`config.mk`:
```
export PLATFORM = sky130hd
export DESIGN_NAME = iebdc_exec
export DESIGN_NICKNAME = d
export VERILOG_FILES = /design/src/verilog/iebdc_pkg.sv /design/src/verilog/iebdc_exec.sv
export SDC_FILE = /design/constraint.sdc
export NUM_CORES = 1
export LEC_CHECK = 0
export BUFFER_PORTS_ARGS = -buffer_cell sky130_fd_sc_hd__clkbuf_2
export CAP_MARGIN = 20
export CORE_UTILIZATION = 39
export DETAILED_ROUTE_END_ITERATION = 16
export PLACE_DENSITY = 0.81
export RECOVER_POWER = 25
export REMOVE_ABC_BUFFERS = 1
export SYNTH_ARGS = -nofsm -noshare
export SYNTH_HDL_FRONTEND = slang
export SYNTH_SLANG_ARGS = --single-unit
```
`constraint.sdc`:
```
create_clock -name clk -period 2.3 [get_ports clk]
set_input_delay 0 -clock clk [delete_from_list [all_inputs] [get_ports clk]]
set_output_delay 0 -clock clk [all_outputs]
set_load 0.02 [all_outputs]
```
`src/verilog/iebdc_pkg.sv`:
```
/*
 * Constants, operation codes, field positions and register map of the
 * branch, call, watchdog-clear and file-operation execution unit.
 * Assumes the core issues decoded operations and owns the file registers,
 * the accumulator, the status register and the return stack.
 */
package iebdc_pkg;

    localparam int PC_W     = 11;
    localparam int DATA_W   = 8;
    localparam int FILE_AW  = 5;
    localparam int LIT_W    = 9;
    localparam int OP_W     = 3;
    localparam int WB_AW    = 8;
    localparam int WB_DW    = 32;

    // Operation codes on the issue port
    localparam logic [2:0] OP_NONE  = 3'h0;
    localparam logic [2:0] OP_CALL  = 3'h1;
    localparam logic [2:0] OP_BRANCH = 3'h2;
    localparam logic [2:0] OP_WCLR  = 3'h3;
    localparam logic [2:0] OP_FZERO = 3'h4;
    localparam logic [2:0] OP_FINV  = 3'h5;
    localparam logic [2:0] OP_FDEC  = 3'h6;
    localparam logic [2:0] OP_FDSZ  = 3'h7;

    // Field positions
    localparam int STAT_PAGE_HI = 6;
    localparam int STAT_PAGE_LO = 5;
    localparam int CALL_LIT_HI  = 7;

    // Register map
    localparam logic [7:0] ADR_CTRL  = 8'h00;
    localparam logic [7:0] ADR_FLAGS = 8'h04;
    localparam int CTRL_PRESC_BIT  = 0;
    localparam int FLAGS_EXPIRY_BIT = 0;
    localparam int FLAGS_SLEEP_BIT  = 1;

    // Reset values
    localparam logic RST_PRESC_WDT = 1'b0;
    localparam logic RST_FLAG_N    = 1'b1;

    typedef enum logic {ST_ISSUE, ST_BUBBLE} iebdc_state_t;

endpackage

```
`src/verilog/iebdc_exec.sv`:
```
/*
 * Execution unit for call, branch, watchdog clear and the clear,
 * complement, decrement and decrement-skip file operations, with a
 * classic Wishbone slave for prescaler assignment and flag readback.
 * Assumes the core presents the current program address, the status byte
 * and the read data of the addressed file register combinationally.
 */
// The implementer's own choices: the address map and register access over Wishbone.
module iebdc_exec (
    // Clock and reset
    input  wire logic                           clk,
    input  wire logic                           srst,
    // Operation issue
    input  wire logic                           instrValid,
    input  wire logic [iebdc_pkg::OP_W-1:0]     instrOp,
    input  wire logic [iebdc_pkg::LIT_W-1:0]    instrLit,
    input  wire logic [iebdc_pkg::FILE_AW-1:0]  instrFile,
    input  wire logic                           instrDest,
    output logic                                instrReady,
    // Core state
    input  wire logic [iebdc_pkg::PC_W-1:0]     pcCur,
    input  wire logic [iebdc_pkg::DATA_W-1:0]   statusIn,
    // Program counter and return stack
    output logic                                pcLoad,
    output logic [iebdc_pkg::PC_W-1:0]          pcLoadVal,
    output logic                                stackPush,
    output logic [iebdc_pkg::PC_W-1:0]          stackData,
    output logic                                flushFetch,
    // File register and accumulator
    output logic [iebdc_pkg::FILE_AW-1:0]       fileRdAddr,
    input  wire logic [iebdc_pkg::DATA_W-1:0]   fileRdData,
    output logic                                fileWe,
    output logic [iebdc_pkg::FILE_AW-1:0]       fileWrAddr,
    output logic [iebdc_pkg::DATA_W-1:0]        fileWrData,
    output logic                                accWe,
    output logic [iebdc_pkg::DATA_W-1:0]        accData,
    // Zero flag update
    output logic                                zeroWe,
    output logic                                zeroVal,
    // Watchdog
    input  wire logic                           wdtTimeout,
    input  wire logic                           sleepEnter,
    output logic                                wdtClear,
    output logic                                prescClear,
    output logic                                expiryFlagN,
    output logic                                sleepFlagN,
    // Wishbone slave
    input  wire logic                           cyc_i,
    input  wire logic                           stb_i,
    input  wire logic                           we_i,
    input  wire logic [iebdc_pkg::WB_AW-1:0]    adr_i,
    input  wire logic [3:0]                     sel_i,
    input  wire logic [iebdc_pkg::WB_DW-1:0]    dat_i,
    output logic [iebdc_pkg::WB_DW-1:0]         dat_o,
    output logic                                ack_o
);

    function automatic logic isNull(input logic [iebdc_pkg::DATA_W-1:0] v);
        isNull = (v == {iebdc_pkg::DATA_W{1'b0}});
    endfunction

    iebdc_pkg::iebdc_state_t state_r;
    iebdc_pkg::iebdc_state_t state_nxt;

    logic                               pcLoad_r;
    logic [iebdc_pkg::PC_W-1:0]         pcLoadVal_r;
    logic                               stackPush_r;
    logic [iebdc_pkg::PC_W-1:0]         stackData_r;
    logic                               flush_r;
    logic                               fileWe_r;
    logic [iebdc_pkg::FILE_AW-1:0]      fileWrAddr_r;
    logic [iebdc_pkg::DATA_W-1:0]       res_r;
    logic                               accWe_r;
    logic                               zeroWe_r;
    logic                               zeroVal_r;
    logic                               wdtClear_r;
    logic                               prescClear_r;
    logic                               expiry_r;
    logic                               sleep_r;
    logic                               prescToWdt_r;
    logic                               ack_r;
    logic [iebdc_pkg::WB_DW-1:0]        dat_r;

    // Issue decode
    wire take    = instrValid & instrReady;
    wire isCall  = take & (instrOp == iebdc_pkg::OP_CALL);
    wire isBranch = take & (instrOp == iebdc_pkg::OP_BRANCH);
    wire isWclr  = take & (instrOp == iebdc_pkg::OP_WCLR);
    wire isZero  = take & (instrOp == iebdc_pkg::OP_FZERO);
    wire isInv   = take & (instrOp == iebdc_pkg::OP_FINV);
    wire isDec   = take & (instrOp == iebdc_pkg::OP_FDEC);
    wire isDsz   = take & (instrOp == iebdc_pkg::OP_FDSZ);
    wire isRmw   = isInv | isDec | isDsz;

    wire [1:0] page = statusIn[iebdc_pkg::STAT_PAGE_HI:iebdc_pkg::STAT_PAGE_LO];
    wire [iebdc_pkg::DATA_W-1:0] decRes = fileRdData - 8'h01;
    wire [iebdc_pkg::DATA_W-1:0] rmwRes = isInv ? ~fileRdData : decRes;
    wire [iebdc_pkg::PC_W-1:0] callTgt = {page, 1'b0, instrLit[iebdc_pkg::CALL_LIT_HI:0]};
    wire [iebdc_pkg::PC_W-1:0] branchTgt = {page, instrLit};
    wire skipNow = isDsz & isNull(decRes);
    wire twoCyc  = isCall | isBranch | skipNow;

    // Second cycle of a two-cycle operation is a bubble: nothing is taken
    assign instrReady = (state_r == iebdc_pkg::ST_ISSUE);

    always_comb begin
        case (state_r)
            iebdc_pkg::ST_ISSUE: begin
                state_nxt = twoCyc ? iebdc_pkg::ST_BUBBLE : iebdc_pkg::ST_ISSUE;
            end
            iebdc_pkg::ST_BUBBLE: begin
                state_nxt = iebdc_pkg::ST_ISSUE;
            end
            default: begin
                state_nxt = iebdc_pkg::ST_ISSUE;
            end
        endcase
    end
    assign fileRdAddr = instrFile;

    always_ff @(posedge clk) begin
        if (srst) begin
            state_r <= iebdc_pkg::ST_ISSUE;
        end else begin
            state_r <= state_nxt;
        end
    end

    // Program counter and stack; push pulses with the load on a call only, push carries the next address
    always_ff @(posedge clk) begin
        if (srst) begin
            pcLoad_r    <= 1'b0;
            pcLoadVal_r <= '0;
            stackPush_r <= 1'b0;
            stackData_r <= '0;
            flush_r     <= 1'b0;
        end else begin
            pcLoad_r    <= isCall | isBranch;
            pcLoadVal_r <= isCall ? callTgt : branchTgt;
            stackPush_r <= isCall;
            stackData_r <= pcCur + 11'h001;
            flush_r     <= twoCyc;
        end
    end

    // File results; call, branch and decrement-skip never touch the zero flag
    always_ff @(posedge clk) begin
        if (srst) begin
            fileWe_r     <= 1'b0;
            fileWrAddr_r <= '0;
            res_r        <= '0;
            accWe_r      <= 1'b0;
            zeroWe_r     <= 1'b0;
            zeroVal_r    <= 1'b0;
        end else begin
            fileWe_r     <= isZero | (isRmw & instrDest);
            fileWrAddr_r <= instrFile;
            res_r        <= isZero ? 8'h00 : rmwRes;
            accWe_r      <= isRmw & ~instrDest;
            zeroWe_r     <= isZero | isInv | isDec;
            zeroVal_r    <= isZero | isNull(rmwRes);
        end
    end

    // Watchdog clear; a hardware timeout or sleep in the same cycle wins
    always_ff @(posedge clk) begin
        if (srst) begin
            wdtClear_r   <= 1'b0;
            prescClear_r <= 1'b0;
            expiry_r     <= iebdc_pkg::RST_FLAG_N;
            sleep_r      <= iebdc_pkg::RST_FLAG_N;
        end else begin
            wdtClear_r   <= isWclr;
            prescClear_r <= isWclr & prescToWdt_r;
            if (wdtTimeout) begin
                expiry_r <= 1'b0;
            end else if (isWclr) begin
                expiry_r <= 1'b1;
            end
            if (sleepEnter) begin
                sleep_r <= 1'b0;
            end else if (isWclr) begin
                sleep_r <= 1'b1;
            end
        end
    end

    // Wishbone slave: one wait state, unmapped reads return zero
    wire wbReq   = cyc_i & stb_i & ~ack_r;
    wire hitCtrl = (adr_i == iebdc_pkg::ADR_CTRL);
    wire hitFlg  = (adr_i == iebdc_pkg::ADR_FLAGS);
    // Write lands on the acknowledging edge, so an abandoned request never writes
    wire wbWrite = cyc_i & stb_i & ack_r & we_i & hitCtrl & sel_i[0];
    wire [iebdc_pkg::WB_DW-1:0] rdMux =
        hitCtrl ? {31'h0, prescToWdt_r} :
        hitFlg  ? {30'h0, sleep_r, expiry_r} : 32'h0;

    always_ff @(posedge clk) begin
        if (srst) begin
            ack_r        <= 1'b0;
            dat_r        <= '0;
            prescToWdt_r <= iebdc_pkg::RST_PRESC_WDT;
        end else begin
            ack_r <= wbReq;
            dat_r <= wbReq ? rdMux : 32'h0;
            if (wbWrite) begin
                prescToWdt_r <= dat_i[iebdc_pkg::CTRL_PRESC_BIT];
            end
        end
    end

    assign pcLoad      = pcLoad_r;
    assign pcLoadVal   = pcLoadVal_r;
    assign stackPush   = stackPush_r;
    assign stackData   = stackData_r;
    assign flushFetch  = flush_r;
    assign fileWe      = fileWe_r;
    assign fileWrAddr  = fileWrAddr_r;
    assign fileWrData  = res_r;
    assign accWe       = accWe_r;
    assign accData     = res_r;
    assign zeroWe      = zeroWe_r;
    assign zeroVal     = zeroVal_r;
    assign wdtClear    = wdtClear_r;
    assign prescClear  = prescClear_r;
    assign expiryFlagN = expiry_r;
    assign sleepFlagN  = sleep_r;
    assign dat_o       = dat_r;
    assign ack_o       = ack_r;
endmodule

```
==> results of run 1 <==
[repair_timing]
action | CTS | global route
gates resized for setup | 0 | 1
endpoints found under the setup margin | 0 | 1
hold buffers | 36 | 0
hold endpoints to repair | 35 | 0
[cell usage after synthesis (2+ instances only)]
cell | number | share of area [%]
sky130_fd_sc_hd__dfxtp_1 | 51 | 45
sky130_fd_sc_hd__buf_4 | 43 | 14
sky130_fd_sc_hd__nor2_1 | 29 | 4.8
sky130_fd_sc_hd__nor2b_1 | 18 | 4.9
sky130_fd_sc_hd__nand2_1 | 17 | 2.8
sky130_fd_sc_hd__a21oi_1 | 11 | 2.4
sky130_fd_sc_hd__o21ai_0 | 7 | 1.5
sky130_fd_sc_hd__xor2_1 | 7 | 2.7
sky130_fd_sc_hd__inv_1 | 6 | 0.98
sky130_fd_sc_hd__nor3_1 | 6 | 1.3
sky130_fd_sc_hd__xnor2_1 | 6 | 2.3
sky130_fd_sc_hd__and3_1 | 5 | 1.4
sky130_fd_sc_hd__nand3_1 | 5 | 1.1
sky130_fd_sc_hd__clkbuf_1 | 4 | 0.66
sky130_fd_sc_hd__or3_1 | 4 | 1.1
sky130_fd_sc_hd__ha_1 | 3 | 1.6
sky130_fd_sc_hd__nand2b_1 | 3 | 0.82
sky130_fd_sc_hd__o21bai_1 | 3 | 0.98
sky130_fd_sc_hd__a31oi_1 | 2 | 0.55
sky130_fd_sc_hd__mux2i_1 | 2 | 0.87
sky130_fd_sc_hd__nor3b_1 | 2 | 0.66
sky130_fd_sc_hd__o22ai_1 | 2 | 0.55
[final cells by class]
| type | count | share of cell area, % |
|---|---|---|
| clock buffers | 5 | 2.167 |
| multi-input cells | 179 | 31.60 |
| flip-flops and latches | 51 | 32.15 |
| inverters | 6 | 0.7092 |
| well taps | 72 | 2.837 |
| clock inverters | 3 | 0.9062 |
| repair buffers | 156 | 29.63 |
[routing by layer]
| layer | part of all wire [%] | vias up |
|---|---|---|
| met5 | 0 | - |
| met4 | 2.9 | 0 |
| met2 | 52 | 117 |
| met1 | 38 | 967 |
| met3 | 7.2 | 12 |
| li1 | - | 1062 |
[logic make-up after synthesis]
group                      share of synthesized area [%]
and+or+nand+nor                                    21.97
xor gates and xnor gates                           4.973
buffers and inverters                              16.45
AOI/OAI and AO/OA                                  9.344
DFF                                                44.59
other                                             0.1638
muxes                                             0.8744
adders and majority gates                          1.640
[worst paths after layout]
path | start | slack [ns] | to | cells after the start
max | fileRdData[0] | 0.11 | zeroVal | 10
min | pcCur[2] | 0.02 | stackData[2] | 3
min reg2reg | ack_o | 0.47 | ack_o | 1
max reg2reg | state_r | 0.46 | zeroVal | 5
[worst max-delay path, cell delays in order]
cell	delay [ns]
sky130_fd_sc_hd__dlygate4sd3_1	0.53
sky130_fd_sc_hd__clkbuf_2	0.18
sky130_fd_sc_hd__inv_1	0.06
sky130_fd_sc_hd__ha_2	0.22
sky130_fd_sc_hd__o21bai_1	0.20
sky130_fd_sc_hd__a21oi_1	0.22
sky130_fd_sc_hd__a31oi_1	0.05
sky130_fd_sc_hd__or3_1	0.33
sky130_fd_sc_hd__a221o_1	0.34
sky130_fd_sc_hd__o32ai_2	0.27
[sequential cells by signal, summed over array words and instances, names as in the netlist, 2 cells and up]
register	cells
dat_o	2
fileWrAddr	5
stackData	11
pcLoadVal	11
accData	8
[power by group]
part,switching [W],internal [W],total [W]
Clock,0.000317,0.000226,0.000543
Combinational,0.000253,0.000160,0.000413
Sequential,0.0000167,0.000928,0.000945
Total,0.000586,0.00131,0.00190
[through the flow]
stage	power, W	hold WS (ns)	cell area [um2]	instances
after CTS	0.001926	0.005202	3196	472
after global routing	0.001998	0.02912	3176	472
after detailed placement	0.001330	0.1907	2738	428
final	0.001900	0.01765	3176	472
after global placement	0.001323	0.1829	2738	428
after floorplan	0.001171	0	2044	236
==> parameters.txt, run 1 <==
Parameter                              Value

Detailed routing
  Final wirelength    5703 um
  Average vias per placed instance    4.572
  Initial drt markers    44
  Total via count in the routed design    2,158
  DR pass1 iterations    4
  Remaining DRCs    0
  Remaining antenna violation count after routing    0
  Post-detailed-route wirelength per cell    12.08 um

Die
  Chip height    78.62 um
  Floorplan row count    27
  Die W    78.62 um
  Starting Density    41.08%
  Number of top-level pins    190
  Full die area    6181 um2
  Area inside the core boundary    5574 um2

Power and ir drop
  Static Leakage    1.517 nW
  Worst ir drop on vdd    0.0003149 V
  Power per unit of standard cell area    598.4 nW/um2

Timing
  Sum of negative setup slack    0 ns
  Period utilization    95.14%
  Final setup violation count    0
  Maximum operating frequency    457.0 MHz
  Unrepaired setup endpoints after global routing    no
  Post-route minimum period    2.188 ns
  Clock Skew    0.01107 ns
  Final setup margin    0.1117 ns
  Final hold viol count    0
  Number of pins exceeding their max-slew limit in the final report    0

GRT
  Initial antenna violation count    0
  Vias in the first global route    1,977
  All-Layer GR Usage    18.22%
  GR peak layer    met2
  GR Layer Usage met1    18.83%
  Largest net degree at the start of global routing    20
  GR met2 Demand/Resource    34.52%
  Met3 usage    3.140%
  GR Overflow Total    0
  First-pass GRT wire length    8659 um

CTS
  CTS Buffer Depth    2
  Count of buffers added by post-CTS timing repair for setup    0
  TritonCTS clock tree    yes
  Clock-pin transition on the worst setup and hold timing paths    0.10 ns
  Max H-tree Level    2
  Clock buffers created by TritonCTS    5
  Root cell of the clock tree    sky130_fd_sc_hd__clkbuf_8
  Clock latency on the worst-skew pair    0.30 ns
  Clock Sink Count    51

Worst setup path
  Element type at the critical path start    primary input
  Setup CP Type    in -> reg
  CP Data Arrival Time    2.41 ns
  Required time of the worst setup path    2.52 ns
  CP Capture Type    flop
  Critical path fanouts, max    7

Final layout
  Number of nets in the final layout    499
  Area added between synthesis and finish    38.69%
  Leading cell types in the layout, fill and taps excluded    sky130_fd_sc_hd__clkbuf_2, sky130_fd_sc_hd__dfxtp_1, sky130_fd_sc_hd__dlygate4sd3_1
  Combined area of the multi-input logic cells    1003 um2
  Fraction of layout instances using a drive strength above 1    28.75%
  Count of antenna diodes in the layout    0
  Final Core Density    56.97%
  Number of inserted filler cells in the final layout    484
  Commonest non-fill, non-tap cell in the layout    sky130_fd_sc_hd__clkbuf_2
  Sequential cell area    1021 um2

Yosys
  Synthesis warning total    0
  Count of flip-flops with a built-in enable after synthesis    0
  Mean cell area of the mapped netlist    8.944 um2
  Count of state elements after synthesis    51
  Post-synthesis cell area    2290 um2
  Share of the yosys chip area belonging to registers    44.59%
  Yosys cell types    42
  Number of standard cells after synthesis    256
  Commonest register cell after synthesis    sky130_fd_sc_hd__dfxtp_1
  Proportion of register bits with asynchronous set or reset after synthesis    0%

Flow run
  Number of maximum-capacitance constraint violations    0

Placed design
  PortBufs    119
  Weighted congestion reported at the end of routability-driven placement    0.8507
  Place WS    0.3026 ns
  Sum of net half-perimeters after detailed placement    3979 um

Hold path
  Hold crit path type    in -> reg

Outcome
  Run status    finished, final reports clean
No activity file was read; power rests on OpenSTA's default activity.
==> run 2: changes to the inputs <==
--- a/config.mk
+++ b/config.mk
@@ -6,10 +6,12 @@
 export NUM_CORES = 1
 export LEC_CHECK = 0
 export BUFFER_PORTS_ARGS = -buffer_cell sky130_fd_sc_hd__clkbuf_2
-export CAP_MARGIN = 20
-export CORE_UTILIZATION = 39
+export CAP_MARGIN = 40
+export CELL_PAD_IN_SITES_DETAIL_PLACEMENT = 1
+export CELL_PAD_IN_SITES_GLOBAL_PLACEMENT = 1
+export CORE_UTILIZATION = 26
 export DETAILED_ROUTE_END_ITERATION = 16
-export PLACE_DENSITY = 0.81
+export PLACE_DENSITY_LB_ADDON = 0.1
 export RECOVER_POWER = 25
 export REMOVE_ABC_BUFFERS = 1
 export SYNTH_ARGS = -nofsm -noshare
==> run 2 against run 1 <==
Compared with the run above: sequential power about the same; first-iteration DRC count down 32%; global-route usage down 4.8 points; die area up 49%; maximum frequency up 19%; total power up 6.9%; worst hold slack better by 0.0012 ns; register-to-register slack about the same; clock-buffer cell count up 1; final cell count up 6.8%.
==> parameters.txt, run 2 (synthesized netlist as in run 1, its figures left out) <==
Parameter                              Value

CTS
  Number of buffers inserted by hold repair at cts    34 (-5.6%)
  Max H-tree Level    2 (unchanged)
  Root cell of the clock tree    sky130_fd_sc_hd__clkbuf_8
  TritonCTS clock tree    yes
  CTS Buffer Depth    2 (unchanged)
  Clock Sink Count    51 (unchanged)
  Clock buffers created by TritonCTS    5 (unchanged)
  Clock-pin transition on the worst setup and hold timing paths    0.10 ns (about the same)
  Clock latency on the worst-skew pair    0.30 ns (about the same)
  Post-CTS sizing    0 (unchanged)
  Count of buffers added by post-CTS timing repair for setup    0 (unchanged)

Worst setup path
  Worst R2R Path Depth    5 (unchanged)
  CP Capture Type    flop
  Setup CP Type    reg -> reg
  Reg-to-reg critical path startpoint    state_r
  Required time of the worst setup path    2.52 ns (about the same)
  Critical path fanouts, max    7 (unchanged)
  Critical path startpoint    state_r
  CP Data Arrival Time    2.05 ns (-0.36 ns)
  Element type at the critical path start    flop

Detailed routing
  DR pass1 iterations    3 (-1)
  Total via count in the routed design    2,096 (-2.9%)
  Remaining DRCs    0 (unchanged)
  Initial drt markers    30 (-32%)
  Post-detailed-route wirelength per cell    12.42 um (+2.8%)
  Remaining antenna violation count after routing    0 (unchanged)
  Final wirelength    6258 um (+9.7%)
  Average vias per placed instance    4.159 (-9.0%)

Die
  Full die area    9186 um2 (+49%)
  Floorplan row count    33 (+22%)
  Area inside the core boundary    8382 um2 (+50%)
  Number of top-level pins    190 (unchanged)
  Starting Density    27.32% (-14 points)
  Die W    95.85 um (+22%)
  Chip height    95.85 um (+22%)

Final layout
  Count of antenna diodes in the layout    0 (unchanged)
  Fraction of layout instances using a drive strength above 1    29.57% (+0.82 points)
  Commonest non-fill, non-tap cell in the layout    sky130_fd_sc_hd__clkbuf_2
  Number of nets in the final layout    498 (-0.20%)
  Final Core Density    38.53% (-18 points)
  Area added between synthesis and finish    41.04%
  Leading cell types in the layout, fill and taps excluded    sky130_fd_sc_hd__clkbuf_2, sky130_fd_sc_hd__dfxtp_1, sky130_fd_sc_hd__dlygate4sd3_1

Power and ir drop
  Worst ir drop on vdd    0.0002360 V (-25%)
  Share of total power consumed by net switching    28.82% (-2.0 points)
  Static Leakage    1.534 nW (+1.1%)
  Net switching power figure    0.0005856 W (-0.12%)
  Seq pwr share    46.5% (-3.2 points)
  Power per unit of standard cell area    629.3 nW/um2 (+5.2%)
  Share of total power in combinational logic    20.4% (-1.3 points)
  Internal Dissipation    0.001446 W (+10%)
  Clock network fraction of design power    33.1% (+4.5 points)

Placed design
  PortBufs    119 (unchanged)
  Weighted congestion reported at the end of routability-driven placement    0.7865 (-7.5%)
  Sum of net half-perimeters after detailed placement    4669 um (+17%)

Flow run
  Number of maximum-capacitance constraint violations    0 (unchanged)

GRT
  GR Overflow Total    0 (unchanged)
  Largest net degree at the start of global routing    35 (+75%)
  Initial antenna violation count    0 (unchanged)
  First-pass GRT wire length    9404 um (+8.6%)
  Vias in the first global route    1,963 (-0.71%)
  All-Layer GR Usage    13.43% (-4.8 points)

Timing
  Post-route minimum period    1.834 ns (-0.3543 ns)
  Clock Skew    0.01101 ns (-0.00006110 ns)
  Sum of negative setup slack    0 ns (unchanged)
  Period utilization    79.74% (-15 points)
  Final hold viol count    0 (unchanged)
  Number of pins exceeding their max-slew limit in the final report    0 (unchanged)
  Final setup violation count    0 (unchanged)
  Worst hold margin    0.01881 ns (+0.001166 ns)
  Unrepaired setup endpoints after global routing    no
  Maximum operating frequency    545.3 MHz (+19%)

Outcome
  Run status    finished, final reports clean

Hold path
  WHS Path Cells    3 (unchanged)
  Start point of the worst hold path    fileRdData[0]
  Hold crit path type    in -> reg
-- run 2: changes by cell type in the layout (fill, tap and decap cells not counted), sizes merged --
cell / delta
buf: +1
clkbuf: +1
dlygate4sd3: -2
clkinv: -2
bufinv: +1
-- run 2: final timing paths --
check                    end  slack [ns]
setup reg to reg     zeroVal        0.47
setup / recovery     zeroVal        0.47
hold reg to reg        ack_o        0.47
hold / removal    accData[0]        0.02
-- run 2: through the flow --
step / setup WS, ns / std cells / instance area (um2) / total power (W)
after floorplan: 0.6309 / 236 / 2044 / 0.001171
after global placement: 0.2709 / 462 / 2786 / 0.001338
after detailed placement: 0.3005 / 462 / 2786 / 0.001341
after CTS: 0.4459 / 504 / 3248 / 0.002085
after global routing: 0.3371 / 504 / 3229 / 0.002146
final: 0.4660 / 504 / 3229 / 0.002032
-- run 2: layer usage --
metal / GRT usage [%] / part of all wire, % / up-vias
li1: - / - / 1055
met1: 16.83 / 45 / 943
met2: 22.86 / 47 / 93
met3: 2.765 / 6.6 / 5
met4: 4.478 / 1.2 / 0
met5: 0 / 0 / -
-- run 2: power groups by stage --
stage	Combinational, W	Clock [W]	Sequential [W]
2_1_floorplan	0.000136	0	0.00104
3_3_place_gp	0.000374	0	0.000964
3_5_place_dp	0.000375	0	0.000965
4_1_cts	0.000422	0.000717	0.000945
5_1_grt	0.000455	0.000740	0.000951
6_report	0.000415	0.000673	0.000944
-- run 2: layout make-up --
cell class | instances | area [um2]
repair buffers | 155 | 932.1
flip-flops and latches | 51 | 1021
clock inverters | 2 | 38.79
inverters | 6 | 22.52
clock buffers | 6 | 82.58
fillers | 1049 | 5152
multi-input cells | 179 | 1001
well taps | 105 | 131.4
-- run 2: worst max-delay path, cell delays in order (launching register included) --
cell and delay (ns):
sky130_fd_sc_hd__dfxtp_1 0.37, sky130_fd_sc_hd__and3b_1 0.24, sky130_fd_sc_hd__and2_4 0.19, sky130_fd_sc_hd__or3_1 0.34, sky130_fd_sc_hd__a221o_1 0.35, sky130_fd_sc_hd__o32ai_2 0.26
==> run 3: changes to the inputs <==
==> constraint.sdc (replaced) <==
create_clock -name clk -period 1.7 [get_ports clk]
set_input_delay 0 -clock clk [delete_from_list [all_inputs] [get_ports clk]]
set_output_delay 0 -clock clk [all_outputs]
set_load 0.02 [all_outputs]
==> run 3 against run 2 <==
Compared with the run above: routed wire length up 3.9%; sequential power is 36% higher; worst setup slack worse by 0.40 ns; maximum frequency is 12% higher; final cell count grew 2.6%.
==> parameters.txt, run 3 (synthesized netlist as in run 1, its figures left out) <==
Parameter                              Value

Outcome
  Run status    finished, final reports clean

Timing
  Period utilization    96.23% (+16 points)
  Final hold viol count    0 (unchanged)
  Number of pins exceeding their max-slew limit in the final report    0 (unchanged)
  Unrepaired setup endpoints after global routing    yes
  Final setup margin    0.06407 ns (-0.4020 ns)
  Final setup violation count    0 (unchanged)
  Post-route minimum period    1.636 ns (-0.1980 ns)
  Maximum operating frequency    611.3 MHz (+12%)
  Clock Skew    0.009625 ns (-0.001384 ns)

Placed design
  Sum of net half-perimeters after detailed placement    4828 um (+3.4%)
  Dpl cells    474 (+2.6%)
  Weighted congestion reported at the end of routability-driven placement    0.8026 (+2.0%)
  PortBufs    119 (unchanged)
  Place WS    -0.09217 ns (-0.3927 ns)

Worst setup path
  Worst R2R Path Depth    7 (+2)
  Element type at the critical path start    flop
  Setup CP Type    reg -> reg
  CP Capture Type    flop
  Endpoint of the worst register-to-register path    zeroVal
  CP Data Arrival Time    1.86 ns (-0.19 ns)
  Worst reg-to-reg setup slack    0.06 ns (-0.40 ns)
  Required time of the worst setup path    1.92 ns (-0.60 ns)
  Reg-to-reg critical path startpoint    state_r
  Critical path fanouts, max    3 (-4)

Hold path
  Start point of the worst hold path    fileRdData[7]
  WHS Path Cells    3 (unchanged)
  Hold crit path type    in -> reg
  Hold EP    accData[7]

Die
  Floorplan row count    33 (unchanged)
  Chip height    95.85 um (unchanged)
  Full die area    9186 um2 (unchanged)
  Starting Density    27.32% (unchanged)
  Die W    95.85 um (unchanged)
  Area inside the core boundary    8382 um2 (unchanged)
  Number of top-level pins    190 (unchanged)

Power and ir drop
  Power per unit of standard cell area    783.4 nW/um2 (+24%)
  Worst ir drop on vdd    0.0003791 V (+61%)
  Static Leakage    1.595 nW (+4.0%)

GRT
  Largest net degree at the start of global routing    35 (unchanged)
  GR Overflow Total    0 (unchanged)
  Met3 usage    2.449% (-0.32 points)
  GR Layer Usage met1    17.56% (+0.73 points)
  GR met2 Demand/Resource    25.18% (+2.3 points)
  Initial antenna violation count    0 (unchanged)
  GR peak layer    met2
  All-Layer GR Usage    14.31% (+0.89 points)
  Vias in the first global route    2,150 (+9.5%)
  First-pass GRT wire length    10,010 um (+6.5%)

Final layout
  Commonest non-fill, non-tap cell in the layout    sky130_fd_sc_hd__clkbuf_2
  Combined area of the multi-input logic cells    1022 um2 (+2.1%)
  Number of inserted filler cells in the final layout    1,061 (+1.1%)
  Final Instance Count excl. Fillers    517 (+2.6%)
  Number of nets in the final layout    511 (+2.6%)
  Area added between synthesis and finish    45.63%
  Leading cell types in the layout, fill and taps excluded    sky130_fd_sc_hd__clkbuf_2, sky130_fd_sc_hd__dfxtp_1, sky130_fd_sc_hd__dlygate4sd3_1
  Sequential cell area    1022 um2 (+0.12%)
  Count of antenna diodes in the layout    0 (unchanged)
  Fraction of layout instances using a drive strength above 1    32.28% (+2.7 points)

Detailed routing
  Total via count in the routed design    2,143 (+2.2%)
  DR pass1 iterations    4 (+1)
  Remaining antenna violation count after routing    0 (unchanged)
  Post-detailed-route wirelength per cell    12.58 um (+1.3%)
  Average vias per placed instance    4.145 (-0.33%)
  Remaining DRCs    0 (unchanged)
  Final wirelength    6505 um (+3.9%)
  Initial drt markers    61 (+100%)

CTS
  Clock Sink Count    51 (unchanged)
  Clock-pin transition on the worst setup and hold timing paths    0.10 ns (about the same)
  Clock latency on the worst-skew pair    0.30 ns (about the same)
  Root cell of the clock tree    sky130_fd_sc_hd__clkbuf_8
  Max H-tree Level    2 (unchanged)
  Clock buffers created by TritonCTS    5 (unchanged)
  TritonCTS clock tree    yes
  CTS Buffer Depth    2 (unchanged)

Flow run
  Number of maximum-capacitance constraint violations    0 (unchanged)
==> run 3: stage by stage <==
stage	hold WS (ns)	instance area [um2]	util, %	setup TNS (ns)	total power (W)
2_1_floorplan	0	2044	-	0	0.001585
3_3_place_gp	0.1922	2877	34.32	-0.03826	0.001828
3_5_place_dp	0.1889	2877	34.32	-0.09217	0.001833
4_1_cts	0.006702	3326	39.68	0	0.002659
5_1_grt	0.01456	3334	39.78	-0.008787	0.002783
6_report	0.004623	3334	39.78	0	0.002612
==> run 3: cell type report <==
| cell class | count | area share, % |
|---|---|---|
| Inverter | 6 | 0.6754 |
| Sequential cell | 51 | 30.66 |
| Tap cell | 105 | 3.940 |
| Multi-Input combinational cell | 179 | 30.66 |
| Clock buffer | 5 | 2.064 |
| Clock inverter | 3 | 0.8630 |
| Timing Repair Buffer | 168 | 31.14 |
==> run 3: worst max path at each step <==
stage                     slack [ns]           from      end  cells past startpoint
after floorplan                 0.03        state_r  zeroVal                      5
after global placement         -0.04  fileRdData[0]  zeroVal                      9
after detailed placement       -0.09  fileRdData[0]  zeroVal                      9
after CTS                      0.002        state_r  zeroVal                      5
after global routing          -0.009        state_r  zeroVal                      7
final                           0.06        state_r  zeroVal                      7
==> run 3: report_power, final <==
part           total, W  switching, W  leakage (nW)  internal [W]
registers       0.00128     0.0000230         0.422       0.00126
logic          0.000589      0.000355          1.12      0.000234
clock network  0.000744      0.000438        0.0502      0.000306
==> run 3: timing repair <==
item | CTS | global route
resized for setup | 1 | 7
hold buffers | 35 | 0
endpoints found under the hold margin | 34 | 0
pin swaps | 0 | 6
setup endpoints to repair | 1 | 1
setup buffers | 0 | 0
==> run 3: layer usage <==
layer	up-vias	part of all wire [%]
met5	-	0
met4	0	1.0
met3	5	6.1
met2	94	48
met1	963	45
li1	1081	-
==> run 3: worst max-delay path, stage by stage, from the launching register on <==
cell	delay, ns
sky130_fd_sc_hd__dfxtp_2	0.33
sky130_fd_sc_hd__and3b_2	0.28
sky130_fd_sc_hd__and2_4	0.16
sky130_fd_sc_hd__buf_6	0.09
sky130_fd_sc_hd__a32o_1	0.12
sky130_fd_sc_hd__nand2_1	0.05
sky130_fd_sc_hd__a221o_1	0.34
sky130_fd_sc_hd__o32ai_2	0.20
